File: src/verilog/pau_defs.svh
// Constants for the protection attribute register set
`ifndef PAU_DEFS_SVH
`define PAU_DEFS_SVH
`define PAU_CRN_CTRL    4'h1
`define PAU_CRN_CACHE   4'h2
`define PAU_CRN_BUFF    4'h3
`define PAU_CRN_RSVD    4'h4
`define PAU_CRN_PERM    4'h5
`define PAU_CRN_REGION  4'h6
`define PAU_OP2_DATA    3'h0
`define PAU_OP2_INSTR   3'h1
`define PAU_CTRL_MODE_HI 31
`define PAU_CTRL_MODE_LO 30
`define PAU_CTRL_PEN     0
`define PAU_RGN_BASE_HI  31
`define PAU_RGN_BASE_LO  12
`define PAU_RGN_SIZE_HI  5
`define PAU_RGN_SIZE_LO  1
`define PAU_RGN_EN       0
`define PAU_SIZE_MIN     5'h0B
`define PAU_AREAS        8
`define PAU_REGIONS      16
`endif

File: src/verilog/pau_pkg.sv
// Types of the protection attribute register set
package pau_pkg;
  typedef enum logic [1:0] {
    PAU_MODE_FAST  = 2'b00,
    PAU_MODE_SYNC  = 2'b01,
    PAU_MODE_RSVD  = 2'b10,
    PAU_MODE_ASYNC = 2'b11
  } pau_clk_mode_t;

  typedef enum logic [1:0] {
    PAU_AP_NONE = 2'b00,
    PAU_AP_PRIV = 2'b01,
    PAU_AP_URD  = 2'b10,
    PAU_AP_FULL = 2'b11
  } pau_perm_t;

  typedef struct packed {
    pau_clk_mode_t mode;
    logic          prot_en;
    logic [7:0]    dcach;
    logic [7:0]    icach;
    logic [7:0]    dbuf;
    logic [15:0]   dperm;
    logic [15:0]   iperm;
    logic [31:0]   rdata;
    logic          rvalid;
    logic          allow;
    logic [15:0]   active;
    logic [15:0]   wmode;
  } pau_top_st_t;

  typedef struct packed {
    logic [15:0][19:0] base;
    logic [15:0][4:0]  size;
    logic [15:0]       en;
  } pau_rgn_st_t;
endpackage

File: src/verilog/pau_rgn_if.sv
// Link between the register decoder and the region store
`timescale 1ns/1ns
`default_nettype none
interface pau_rgn_if;
  logic        wr;
  logic        side;
  logic [2:0]  idx;
  logic [31:0] wdata;
  logic [31:0] rdata;
  logic [15:0] en;
  logic [15:0] sz_ok;
  modport owner (output wr, side, idx, wdata, input rdata, en, sz_ok);
  modport store (input wr, side, idx, wdata, output rdata, en, sz_ok);
endinterface
`default_nettype wire

File: src/verilog/pau_regs.sv
// Protection attribute registers of the system control coprocessor
`timescale 1ns/1ns
`default_nettype none
`include "pau_defs.svh"
// Function
// - Control bits 31:30 pick clock mode: 00 fast, 01 sync, 11 async.
// - Cachable location: secondary opcode 0 data, 1 instruction register.
// - Cachable registers hold eight bits, one per area, set means cachable.
// - Bufferable register holds one bit per data area, set means buffered.
// - Write buffer treatment combines each area's bufferable and cachable.
// - Permission location: secondary opcode 0 data, 1 instruction.
// - Permission registers hold two bits per area, area n at 2n+1:2n.
// - Codes: 00 none, 01 privileged only, 10 user read, 11 full.
// - Permissions cleared to 00 at reset; unit disabled so nothing accessible.
// - Sixteen region registers, ignored while the unit is disabled.
// - Reset clears only each region's enable bit.
// - Region side from secondary opcode, region number from minor field.
// - Region holds base 31:12, size 5:1, enable bit 0.
// - Control bit 0 enables the protection unit.
module pau_regs (
  input  wire logic        i_sys_clk,
  input  wire logic        i_reset_n,
  input  wire logic        i_cp_valid,
  input  wire logic        i_cp_write,
  input  wire logic [3:0]  i_cp_crn,
  input  wire logic [3:0]  i_cp_crm,
  input  wire logic [2:0]  i_cp_op2,
  input  wire logic [31:0] i_cp_wdata,
  input  wire logic        i_chk_instr,
  input  wire logic [2:0]  i_chk_area,
  input  wire logic        i_chk_user,
  input  wire logic        i_chk_write,
  output logic [31:0]      o_cp_rdata,
  output logic             o_cp_rvalid,
  output logic [1:0]       o_clock_mode,
  output logic             o_prot_enable,
  output logic [7:0]       o_data_cachable,
  output logic [7:0]       o_instr_cachable,
  output logic [7:0]       o_data_bufferable,
  output logic [15:0]      o_data_perm,
  output logic [15:0]      o_instr_perm,
  output logic [15:0]      o_area_write_mode,
  output logic [15:0]      o_region_active,
  output logic             o_chk_allow
);
  pau_pkg::pau_top_st_t st_ff;
  pau_pkg::pau_top_st_t nxt_st;
  pau_rgn_if            rgn ();
  logic                 wr_req;
  logic                 rd_req;
  logic                 side_ok;
  logic                 op2_instr;
  logic [1:0]           chk_perm;

  // Transfer to a given location
  function automatic logic hit(input logic [3:0] crn,
                               input logic [3:0] want);
    hit = (crn == want);
  endfunction

  // Permission code against access kind
  function automatic logic perm_ok(input logic [1:0] ap,
                                   input logic user,
                                   input logic wr);
    unique case (pau_pkg::pau_perm_t'(ap))
      pau_pkg::PAU_AP_NONE: perm_ok = 1'b0;
      pau_pkg::PAU_AP_PRIV: perm_ok = !user;
      pau_pkg::PAU_AP_URD:  perm_ok = !user || !wr;
      pau_pkg::PAU_AP_FULL: perm_ok = 1'b1;
    endcase
  endfunction

  assign wr_req    = i_cp_valid && i_cp_write;
  assign rd_req    = i_cp_valid && !i_cp_write;
  assign side_ok   = (i_cp_op2 == `PAU_OP2_DATA) ||
                     (i_cp_op2 == `PAU_OP2_INSTR);
  assign op2_instr = (i_cp_op2 == `PAU_OP2_INSTR);

  assign rgn.wr    = wr_req && hit(i_cp_crn, `PAU_CRN_REGION) &&
                     side_ok && !i_cp_crm[3];
  assign rgn.side  = op2_instr;
  assign rgn.idx   = i_cp_crm[2:0];
  assign rgn.wdata = i_cp_wdata;

  pau_rgn_store u_store (
    .i_sys_clk (i_sys_clk),
    .i_reset_n (i_reset_n),
    .rgn       (rgn)
  );

  assign chk_perm = i_chk_instr ? st_ff.iperm[{i_chk_area, 1'b0} +: 2]
                                : st_ff.dperm[{i_chk_area, 1'b0} +: 2];

  always_comb
  begin
    nxt_st = st_ff;
    nxt_st.rvalid = rd_req;
    nxt_st.rdata = 32'h0000_0000;
    if (wr_req && side_ok)
    begin
      if (hit(i_cp_crn, `PAU_CRN_CTRL))
      begin
        nxt_st.mode = pau_pkg::pau_clk_mode_t'(
          i_cp_wdata[`PAU_CTRL_MODE_HI:`PAU_CTRL_MODE_LO]);
        nxt_st.prot_en = i_cp_wdata[`PAU_CTRL_PEN];
      end
      if (hit(i_cp_crn, `PAU_CRN_CACHE))
      begin
        if (op2_instr)
          nxt_st.icach = i_cp_wdata[7:0];
        else
          nxt_st.dcach = i_cp_wdata[7:0];
      end
      if (hit(i_cp_crn, `PAU_CRN_BUFF) && !op2_instr)
        nxt_st.dbuf = i_cp_wdata[7:0];
      if (hit(i_cp_crn, `PAU_CRN_PERM))
      begin
        if (op2_instr)
          nxt_st.iperm = i_cp_wdata[15:0];
        else
          nxt_st.dperm = i_cp_wdata[15:0];
      end
    end
    if (rd_req && side_ok)
    begin
      if (hit(i_cp_crn, `PAU_CRN_CTRL))
      begin
        nxt_st.rdata[`PAU_CTRL_MODE_HI:`PAU_CTRL_MODE_LO] = st_ff.mode;
        nxt_st.rdata[`PAU_CTRL_PEN] = st_ff.prot_en;
      end
      if (hit(i_cp_crn, `PAU_CRN_CACHE))
        nxt_st.rdata[7:0] = op2_instr ? st_ff.icach : st_ff.dcach;
      if (hit(i_cp_crn, `PAU_CRN_BUFF) && !op2_instr)
        nxt_st.rdata[7:0] = st_ff.dbuf;
      if (hit(i_cp_crn, `PAU_CRN_PERM))
        nxt_st.rdata[15:0] = op2_instr ? st_ff.iperm : st_ff.dperm;
      if (hit(i_cp_crn, `PAU_CRN_REGION) && !i_cp_crm[3])
        nxt_st.rdata = rgn.rdata;
    end
    for (int n = 0; n < `PAU_AREAS; n++)
      nxt_st.wmode[2*n +: 2] = {st_ff.dcach[n], st_ff.dbuf[n]};
    // Regions and permissions count only while the unit is on
    nxt_st.active = st_ff.prot_en ? (rgn.en & rgn.sz_ok)
                                  : 16'h0000;
    nxt_st.allow = st_ff.prot_en &&
                   perm_ok(chk_perm, i_chk_user, i_chk_write);
    if (!i_reset_n)
    begin
      nxt_st = '0;
      nxt_st.mode = pau_pkg::PAU_MODE_FAST;
    end
  end

  always_ff @(posedge i_sys_clk)
    st_ff <= nxt_st;

  assign o_cp_rdata        = st_ff.rdata;
  assign o_cp_rvalid       = st_ff.rvalid;
  assign o_clock_mode      = st_ff.mode;
  assign o_prot_enable     = st_ff.prot_en;
  assign o_data_cachable   = st_ff.dcach;
  assign o_instr_cachable  = st_ff.icach;
  assign o_data_bufferable = st_ff.dbuf;
  assign o_data_perm       = st_ff.dperm;
  assign o_instr_perm      = st_ff.iperm;
  assign o_area_write_mode = st_ff.wmode;
  assign o_region_active   = st_ff.active;
  assign o_chk_allow       = st_ff.allow;
endmodule // pau_regs
`default_nettype wire

File: src/verilog/pau_rgn_store.sv
// Sixteen region base and size registers
`timescale 1ns/1ns
`default_nettype none
`include "pau_defs.svh"
module pau_rgn_store (
  input  wire logic  i_sys_clk,
  input  wire logic  i_reset_n,
  pau_rgn_if.store   rgn
);
  pau_pkg::pau_rgn_st_t st_ff;
  pau_pkg::pau_rgn_st_t nxt_st;
  logic [3:0]           sel;

  assign sel = {rgn.side, rgn.idx};

  always_comb
  begin
    nxt_st = st_ff;
    if (rgn.wr)
    begin
      nxt_st.base[sel] =
        rgn.wdata[`PAU_RGN_BASE_HI:`PAU_RGN_BASE_LO];
      nxt_st.size[sel] =
        rgn.wdata[`PAU_RGN_SIZE_HI:`PAU_RGN_SIZE_LO];
      nxt_st.en[sel] = rgn.wdata[`PAU_RGN_EN];
    end
    if (!i_reset_n)
      nxt_st.en = '0;
  end

  always_ff @(posedge i_sys_clk)
    st_ff <= nxt_st;

  always_comb
  begin
    rgn.rdata = {st_ff.base[sel], 6'h00, st_ff.size[sel], st_ff.en[sel]};
    rgn.en = st_ff.en;
    for (int k = 0; k < `PAU_REGIONS; k++)
      rgn.sz_ok[k] = (st_ff.size[k] >= `PAU_SIZE_MIN);
  end
endmodule // pau_rgn_store
`default_nettype wire

File: config.mk
export PLATFORM = sky130hd
export DESIGN_NAME = pau_regs
export DESIGN_NICKNAME = d
export VERILOG_FILES = /design/src/verilog/pau_pkg.sv /design/src/verilog/pau_rgn_if.sv /design/src/verilog/pau_regs.sv /design/src/verilog/pau_rgn_store.sv
export VERILOG_INCLUDE_DIRS = /design/src /design/src/verilog
export SDC_FILE = /design/constraint.sdc
export NUM_CORES = 1
export LEC_CHECK = 0
export ABC_AREA = 0
export BUFFER_PORTS_ARGS = -buffer_cell sky130_fd_sc_hd__buf_4
export CAP_MARGIN = 40
export CORE_UTILIZATION = 30
export CTS_BUF_LIST = sky130_fd_sc_hd__clkbuf_16
export CTS_CLUSTER_DIAMETER = 150
export DETAILED_ROUTE_END_ITERATION = 10
export GPL_TIMING_DRIVEN = 1
export PLACE_DENSITY = 0.51
export SLEW_MARGIN = 20
export SYNTH_ARGS = -nofsm -noshare
export SYNTH_HDL_FRONTEND = slang
export SYNTH_SLANG_ARGS = --single-unit
File: constraint.sdc
create_clock -name i_sys_clk -period 6.79 [get_ports i_sys_clk]
set_input_delay 1.358 -clock i_sys_clk [delete_from_list [all_inputs] [get_ports i_sys_clk]]
set_output_delay 1.358 -clock i_sys_clk [all_outputs]
set_load 0.02 [all_outputs]
==> flow_summary.json, run 1 <==
{
  "status": "completed",
  "htree_levels": 2,
  "yosysTopAreaCellShare": 0.5723,
  "regToRegStartpoint": "u_store.st_ff[274]",
  "drc_errors": 0,
  "first_global_vias": 11594,
  "cts_buffer_depth": 3,
  "fp.dieH_um": 266.5,
  "final_area_um2": 25410,
  "routedWlPerCell_um": 24.09,
  "fillCellCount": 6484,
  "port_buffers": 177,
  "nNetsFinal": 1406,
  "ys_types": 45,
  "fin_skew_ps": 18.54,
  "worstPathRequired_ps": 7280,
  "cts_sinks": 541,
  "synth_ff_type": "edfxtp_1",
  "slew_headroom": 0.4629,
  "worstMarginPinSlew_ps": 805.6,
  "diodes": 0,
  "num_rows": 96,
  "p_seq_frac": 0.518,
  "cap_violations": 0,
  "critPathLaunchType": "primary input",
  "r2r-end": "o_cp_rdata[30]",
  "finalSetupViolCount": 0,
  "ant_nets": 0,
  "hold_viol_final": 0,
  "ys_async_sr_fraction": 0,
  "min_to": "o_region_active[0]",
  "final-seq-area_um2": 14830,
  "post_synth.cell_area_avg_um2": 18.16,
  "hold_path.startpoint": "u_store.rgn.en[0]",
  "synth_cells": 1156,
  "synth_top_cell_by_area": "edfxtp_1",
  "dp_hpwl_mm": 34.12,
  "maxClockFrequency_ghz": 0.2693,
  "r2r_slack_ps": 5060,
  "synth_nets": 1209,
  "netlist_top_cells_area": "edfxtp_1, mux4_2, dfxtp_1",
  "cts_setup_buffers": 0,
  "fin_crit_sh": 0.5470,
  "rsz0062_at_grt": "no",
  "cellLeakagePower_nw": 8.665,
  "post_cts_resized": 0,
  "drive_gt1_frac": 0.3219,
  "ir_drop_uv": 192.0,
  "whs_path_depth": 1,
  "coreArea_um2": 68950,
  "worstPathArrival_ps": 4210,
  "synth.cell_area_um2": 20990,
  "totalWireLength_mm": 56.11,
  "cts_root_buffer": "clkbuf_16",
  "clk_latency_ps": 600,
  "cp_max_fo": 19,
  "p_sw_mw": 1.408,
  "hold_buffers": 0,
  "grt_usage": 0.1570,
  "synth-seq-area-share": 0.7068,
  "synth-edff-count": 400,
  "cp-end-kind": "flop",
  "min_path_type": "reg2reg",
  "antenna_found_initial": 2,
  "rr_worst_depth": 3,
  "drtIter0Drc": 1015,
  "via_count": 11505,
  "yosys_register_bits": 541,
  "place_area_um2": 23570,
  "grt_pass1_wl_mm": 81.28,
  "die_w_um": 266.5,
  "critPathKind": "in2reg",
  "pin_count": 178,
  "fin_crit_ps": 3714,
  "place.gp.congestion": 0.8467,
  "p_sw_frac": 0.2056,
  "finalPower_mw": 6.846,
  "comb_power_share": 0.039,
  "p_per_area_nw_per_um2": 269.4,
  "fp.dieArea_um2": 71020,
  "numCtsBuffers": 55,
  "multi_input_area_um2": 5861,
  "dr.pass1.iters": 5,
  "syn2layout_area_growth_pct": 21.08,
  "critPathLaunch": "i_cp_op2[2]",
  "clockPowerShare": 0.444,
  "via_per_inst": 4.940,
  "yosys_warnings": 0,
  "power.internal_mw": 5.438,
  "path_clk_slew_ps": 60,
  "grt_overflow": 0,
  "cts_tree": "built",
  "grt_max_degree": 115,
  "initial_core_util": 0.3044,
  "slew_viol_final": 0,
  "setup_tns_ps": 0
}
[through the flow]
stage	hold WS (ps)	setup WS, ps	utilization	std cells
floorplan	457.4	2112	-	1156
global placement	488.3	2361	0.3402	2217
detailed placement	487.7	2464	0.3419	2226
CTS	502.5	3099	0.3682	2328
global route	527.9	2936	0.3686	2329
finish	496.4	3076	0.3686	2329
[power groups by stage]
stage	Clock (mW)	Sequential [mW]	Combinational, mW
6_report	3.04	3.54	0.265
5_1_grt	3.24	3.54	0.284
4_1_cts	3.11	3.54	0.268
3_5_place_dp	0	3.62	0.267
3_3_place_gp	0	3.62	0.262
2_1_floorplan	0	3.62	0.151
[critical path, stage by stage]
cell       delay (ps)
buf_4             140
nand4bb_1         610
or4_4             780
nor4_4            550
buf_4             460
mux2i_1           230
nor2b_1            60
[flip-flops by register name (all words and copies together) (netlist names), 2 cells and up]
name and cells:
o_clock_mode 2, o_data_perm 16, o_data_bufferable 8, o_data_cachable 8
o_instr_cachable 8, o_region_active 16, u_store.st_ff 400, u_store.rgn.en 16
o_area_write_mode 16, o_cp_rdata 32, o_instr_perm 16
[cell usage after synthesis (9+ instances only)]
master / n
a21boi_0: 19
a21o_1: 16
a21oi_1: 37
and2_1: 18
and3_1: 14
buf_2: 24
clkbuf_1: 40
dfxtp_1: 141
edfxtp_1: 400
inv_1: 18
mux2i_1: 69
mux4_2: 139
nand2_1: 61
nor2_1: 12
nor2b_1: 56
nor3b_1: 18
o22ai_1: 9
[metal layers]
layer / routed length (um) / track usage / up-vias
li1: - / - / 4964
met1: 25870 / 0.2264 / 6052
met2: 25430 / 0.2418 / 429
met3: 3891 / 0.03275 / 58
met4: 908 / 0.03635 / 2
met5: 9 / 0 / -
[cell type report]
type	count	area share
Clock buffer	57	0.05613
Clock inverter	45	0.01521
Inverter	18	0.002659
Multi-Input combinational cell	526	0.2306
Sequential cell	541	0.5837
Tap cell	931	0.04584
Timing Repair Buffer	211	0.06583
[how the worst max path moves through the flow]
stage / cells after the start / slack, ps / end
final: 7 / 3080 / u_store.rgn.en[8]
after detailed placement: 7 / 2460 / u_store.rgn.en[8]
after global routing: 7 / 2940 / u_store.rgn.en[8]
after floorplan: 6 / 2110 / u_store.st_ff[276]
after CTS: 7 / 3100 / u_store.rgn.en[8]
after global placement: 5 / 2360 / u_store.st_ff[336]
[cells by family (layout without fill, tap and decap cells)]
kind of cell           after synthesis  after routing  synth area share
multiplexers                       208            208            0.1821
flip-flops                         541            541            0.7068
AND/OR/NAND/NOR                    219            219           0.06176
buffers and inverters               89            331           0.01878
AO/OA/AOI/OAI                       99             99           0.03064
[cell usage in the layout (no fill, tap or decap), types with 8 or more instances in the layout]
cell type / count
clkinv_2: 10
a21o_1: 16
a21oi_1: 37
nor3b_1: 18
clkbuf_16: 57
o22ai_1: 9
and2_1: 18
mux4_2: 139
inv_1: 32
clkinv_1: 10
nor2b_1: 56
edfxtp_1: 400
a21boi_0: 19
dfxtp_1: 141
and3_1: 14
nand2_1: 61
mux2i_1: 69
o2bb2ai_1: 8
buf_4: 200
No activity file was read; power rests on OpenSTA's default activity.
==> run 2, diff against run 1 <==
Clock period 6.79 ns to 3.6 ns, I/O delays scaled along.
==> run 2 against run 1 <==
  * Clock power up 87%
  * Clock-buffer cell count up 2
  * Sequential share of layout area down 0.48 points
  * Critical endpoint is now o_cp_rdata[4]
  * Largest cell class unchanged
==> flow_summary.json, run 2 (synthesis gave the netlist of run 1 again) <==
{
  "mostFrequentLayoutCells": "edfxtp_1, buf_4, dfxtp_1, mux4_2, mux2i_1",
  "critPathKind": "in2reg",
  "grt_overflow": 0,
  "place.gp.congestion": 0.7814,
  "fin_skew_ps": 14.34,
  "setup_tns_ps": 0,
  "cp_slowest_stage_delay_ps": 540,
  "clk_latency_ps": 610,
  "critPathLaunchType": "primary input",
  "finalSetupViolCount": 0,
  "post_cts_resized": 0,
  "maxClockFrequency_ghz": 0.4204,
  "ir_drop_uv": 338.6,
  "nNetsFinal": 1421,
  "clockPowerShare": 0.441,
  "drive_gt1_frac": 0.3314,
  "status": "completed",
  "routedWlPerCell_um": 23.80,
  "r2r-end": "o_cp_rdata[30]",
  "fp.dieArea_um2": 71020,
  "hold_viol_final": 0,
  "timing.hold.ws_ps": 392.2,
  "min_path_type": "in2reg",
  "slew_viol_final": 0,
  "dr.pass1.iters": 4,
  "grt_usage": 0.1569,
  "hold_buffers": 0,
  "worstPathRequired_ps": 4080,
  "comb_power_share": 0.039,
  "whs_path_depth": 3,
  "cts_root_buffer": "clkbuf_16",
  "min_to": "o_data_perm[11]",
  "cts_buffer_depth": 3,
  "drc_errors": 0,
  "final_common_cell": "edfxtp_1",
  "grt_max_degree": 93,
  "dp.cells": 2241,
  "power.internal_mw": 10.16,
  "rr_worst_depth": 3,
  "pin_count": 178,
  "fin_crit_ps": 2379,
  "drtIter0Drc": 961,
  "rsz0062_at_grt": "no",
  "cp-end-kind": "flop",
  "r2r_slack_ps": 1830,
  "met3_usage": 0.03183,
  "antenna_found_initial": 3,
  "p_sw_frac": 0.2100,
  "p_seq_frac": 0.520,
  "dp_slack_ps": 522.2,
  "cap_violations": 0,
  "slowest_stage": "buf_4",
  "cp_max_fo": 32,
  "path_clk_slew_ps": 60,
  "regMostFlops": "u_store.st_ff",
  "slew_headroom": 0.4534,
  "fin_crit_sh": 0.6608,
  "ant_nets": 0,
  "cts_sinks": 541,
  "num_rows": 96,
  "die_w_um": 266.5,
  "initial_core_util": 0.3044,
  "worstPathArrival_ps": 2860,
  "dp_hpwl_mm": 34.70,
  "setup_slack_ps": 1221,
  "first_global_vias": 11560,
  "grt_pass1_wl_mm": 80.53,
  "busiest_layer": "met2",
  "instances_no_fill": 2346,
  "diodes": 0,
  "fp.dieH_um": 266.5,
  "met1_usage": 0.2155,
  "regToRegStartpoint": "u_store.st_ff[254]",
  "path_cells": "buf_4 -> buf_4 -> mux4_2 -> mux4_2 -> inv_1 -> o22ai_1",
  "grt_use_met2": 0.2533,
  "cellLeakagePower_nw": 8.756,
  "via_count": 11334,
  "largest_register_ffs": 400,
  "finalPower_mw": 12.86,
  "cts_tree": "built",
  "totalWireLength_mm": 55.84,
  "cts_setup_buffers": 0,
  "worstMarginPinSlew_ps": 819.9,
  "port_buffers": 177,
  "coreArea_um2": 68950,
  "syn2layout_area_growth_pct": 22.08,
  "p_per_area_nw_per_um2": 501.9,
  "htree_levels": 2,
  "numCtsBuffers": 55,
  "hold_path.startpoint": "i_cp_wdata[11]",
  "p_sw_mw": 2.701,
  "via_per_inst": 4.831
}
-- run 2: cell types whose count changed in the layout (fill, tap and decap cells not counted), moves of 3 or more --
cell,delta
buf_4,+12
buf_12,+9
clkinv_4,+4
buf_2,-3
bufinv_16,-3
-- run 2: power by group through the flow --
stage	Combinational (mW)	Clock, mW	Sequential (mW)
floorplan	0.285	0	6.82
global placement	0.498	0	6.82
detailed placement	0.505	0	6.82
CTS	0.506	5.83	6.68
global route	0.540	6.06	6.68
finish	0.501	5.68	6.68
-- run 2: per-stage QoR --
| step | utilization | area, um^2 |
|---|---|---|
| final | 0.3716 | 25620 |
| after global routing | 0.3716 | 25620 |
| after CTS | 0.3712 | 25600 |
| after detailed placement | 0.3449 | 23780 |
| after global placement | 0.3449 | 23780 |
| after floorplan | - | 21000 |
-- run 2: layout make-up --
type	count	area [um^2]
clock buffers	59	1476
clock inverters	45	336.6
fillers	6502	43320
inverters	18	67.56
multi-input cells	526	5873
flip-flops and latches	541	14830
well taps	931	1165
repair buffers	226	1871
-- run 2: layer usage --
metal	vias up	share of wire
li1	5001	-
met1	5905	0.44
met2	351	0.48
met3	73	0.062
met4	4	0.017
met5	-	0.00056
-- run 2: how the worst max path moves through the flow --
stage                     start                  to  cells past startpoint
detailed placement  i_cp_crm[0]      o_cp_rdata[23]                      5
global route          i_reset_n  o_region_active[0]                      4
floorplan           i_cp_crm[0]   u_store.rgn.en[0]                      6
CTS                 i_cp_crm[0]      o_cp_rdata[28]                      5
global placement    i_cp_crm[0]      o_cp_rdata[27]                      5
finish              i_cp_crm[1]       o_cp_rdata[4]                      6
-- run 2: critical path, delay by kind of cell --
| family | cells | cell delay, ps |
|---|---|---|
| buf+inv | 3 | 1080 |
| compound gates | 1 | 70 |
| mux | 2 | 910 |
==> run 3, diff against run 2 <==
Settings changed: PLACE_DENSITY 0.51 to 0.52.
Clock period 3.6 ns to 1.94 ns, I/O delays scaled along.
==> run 3 against run 2 <==
  * Clock skew rose by 1.2 ps
  * Hold slack worse by 350 ps
  * Global-route usage up 0.37 points
==> flow_summary.json, run 3 (synthesis gave the netlist of run 1 again) <==
{
  "critPathKind": "reg2reg",
  "p_per_area_nw_per_um2": 884.0,
  "worstPathRequired_ps": 2440,
  "fillCellCount": 6443,
  "r2r_slack_ps": 220,
  "dp_slack_ps": -391.3,
  "grt_max_degree": 92,
  "syn2layout_area_growth_pct": 27.15,
  "dr_wl_met3_mm": 3.512,
  "wl_met2_mm": 27.02,
  "rr_worst_depth": 3,
  "via_per_inst": 4.817,
  "ir_drop_uv": 630.1,
  "final_area_um2": 26690,
  "largest_register_ffs": 400,
  "setup_slack_ps": 222.3,
  "wl_met1_mm": 25.48,
  "drc_errors": 0,
  "fin_skew_ps": 15.55,
  "min_to": "o_data_perm[9]",
  "totalWireLength_mm": 57.15,
  "worstMarginPinSlew_ps": 834.9,
  "highest_layer": "met5",
  "grt_usage": 0.1606,
  "coreArea_um2": 68950,
  "cts_setup_buffers": 0,
  "path_cells": "mux4_2 -> mux4_2 -> a32o_1",
  "cts_sinks": 541,
  "fp.dieArea_um2": 71020,
  "place_area_um2": 24950,
  "dr.pass1.iters": 5,
  "place.gp.congestion": 0.8299,
  "dp_hpwl_mm": 37.92,
  "pin_count": 178,
  "cellLeakagePower_nw": 9.258,
  "path_delay_family": "multiplexers",
  "regToRegStartpoint": "u_store.st_ff[255]",
  "antenna_found_initial": 1,
  "min_path_type": "in2reg",
  "path_common_cell": "mux4_2",
  "slew_viol_final": 0,
  "cts_tree": "built",
  "whs_path_depth": 3,
  "cp_max_fo": 1,
  "path_clk_slew_ps": 60,
  "status": "completed",
  "fp.dieH_um": 266.5,
  "regMostFlops": "u_store.st_ff",
  "numCtsBuffers": 55,
  "hold_buffers": 0,
  "fin_crit_ps": 1718,
  "critPathLaunchType": "flop",
  "slowest_stage": "mux4_2",
  "cp-end-kind": "flop",
  "finalSetupViolCount": 0,
  "htree_levels": 2,
  "fin_crit_sh": 0.8854,
  "rsz0062_at_grt": "no",
  "cp_slowest_stage_delay_ps": 490,
  "grt_pass1_wl_mm": 83.34,
  "die_w_um": 266.5,
  "grt_overflow": 0,
  "final_common_cell": "edfxtp_1",
  "hold_path.startpoint": "i_cp_wdata[9]",
  "cts_root_buffer": "clkbuf_16",
  "slew_headroom": 0.4434,
  "initial_core_util": 0.3044,
  "num_rows": 96,
  "critical_path_buf_inv_count": 0,
  "drive_gt1_frac": 0.3817,
  "hold_viol_final": 0,
  "drtIter0Drc": 907,
  "first_global_vias": 12244,
  "maxClockFrequency_ghz": 0.5822,
  "routedWlPerCell_um": 23.34,
  "via_count": 11798,
  "r2r-end": "o_cp_rdata[31]",
  "clk_latency_ps": 620,
  "post_cts_resized": 0,
  "cap_violations": 0,
  "mostFrequentLayoutCells": "edfxtp_1, buf_4, dfxtp_1, mux4_2, mux2i_1",
  "port_buffers": 177,
  "cts_buffer_depth": 3,
  "worstPathArrival_ps": 2220,
  "nNetsFinal": 1523,
  "ant_nets": 0
}
run 3: cell types whose count changed in the layout (fill, tap and decap cells not counted), moves of 3 or more:
cell        before  now
a21boi_0        19   10
a21boi_1         1   10
buf_12          12   38
buf_4          212  289
bufinv_16        4    1
clkinv_1        10   13
clkinv_2        10    7
clkinvlp_4       1    9
inv_1           30   25
run 3: area by class of cell:
cell class              instances  area (um^2)  share of cell area
multi-input cells             526         5923              0.2220
clock inverters                45        254.0            0.009518
flip-flops and latches        541        14830              0.5559
well taps                     931         1165             0.04365
inverters                      18        90.09            0.003376
clock buffers                  59         1476             0.05532
repair buffers                328         2942              0.1102
diodes                          1        2.502          0.00009377
run 3: how the worst max path moves through the flow:
stage / start / cells after the start / slack [ps] / endpoint
2_1_floorplan: i_cp_op2[2] / 6 / -670 / u_store.rgn.en[0]
3_3_place_gp: i_cp_crm[0] / 6 / -390 / o_cp_rdata[15]
3_5_place_dp: i_cp_op2[1] / 8 / -390 / o_instr_cachable[6]
4_1_cts: u_store.st_ff[255] / 3 / 220 / o_cp_rdata[31]
5_1_grt: i_cp_op2[2] / 9 / 110 / u_store.st_ff[386]
6_report: u_store.st_ff[255] / 3 / 220 / o_cp_rdata[31]
run 3: worst min-delay path, delay by kind of cell:
kind / cells / cell delay [ps]
and+or+nand+nor: 1 / 50
AOI/OAI and AO/OA: 1 / 50
buffers and inverters: 1 / 120
run 3: where the power goes:
group	switching (mW)	leakage, nW	internal [mW]
Clock	4.51	0.898	5.62
Sequential	0.00295	4.73	12.4
Combinational	0.552	3.63	0.508
run 3: stage by stage:
stage	util	std cells	hold WS, ps	setup TNS (ps)	power (mW)
CTS	0.3870	2448	10.64	0	23.89
detailed placement	0.3619	2344	496.1	-136870	13.73
floorplan	-	1156	457.4	-118140	13.25
global route	0.3870	2448	27.69	0	24.37
finish	0.3871	2449	47.07	0	23.59
global placement	0.3619	2344	487.9	-128300	13.72
run 3: routing by layer:
layer / up-vias / track usage
li1: 5199 / -
met1: 6135 / 0.2194
met5: - / 0
met2: 382 / 0.2625
met3: 80 / 0.02989
met4: 2 / 0.04116
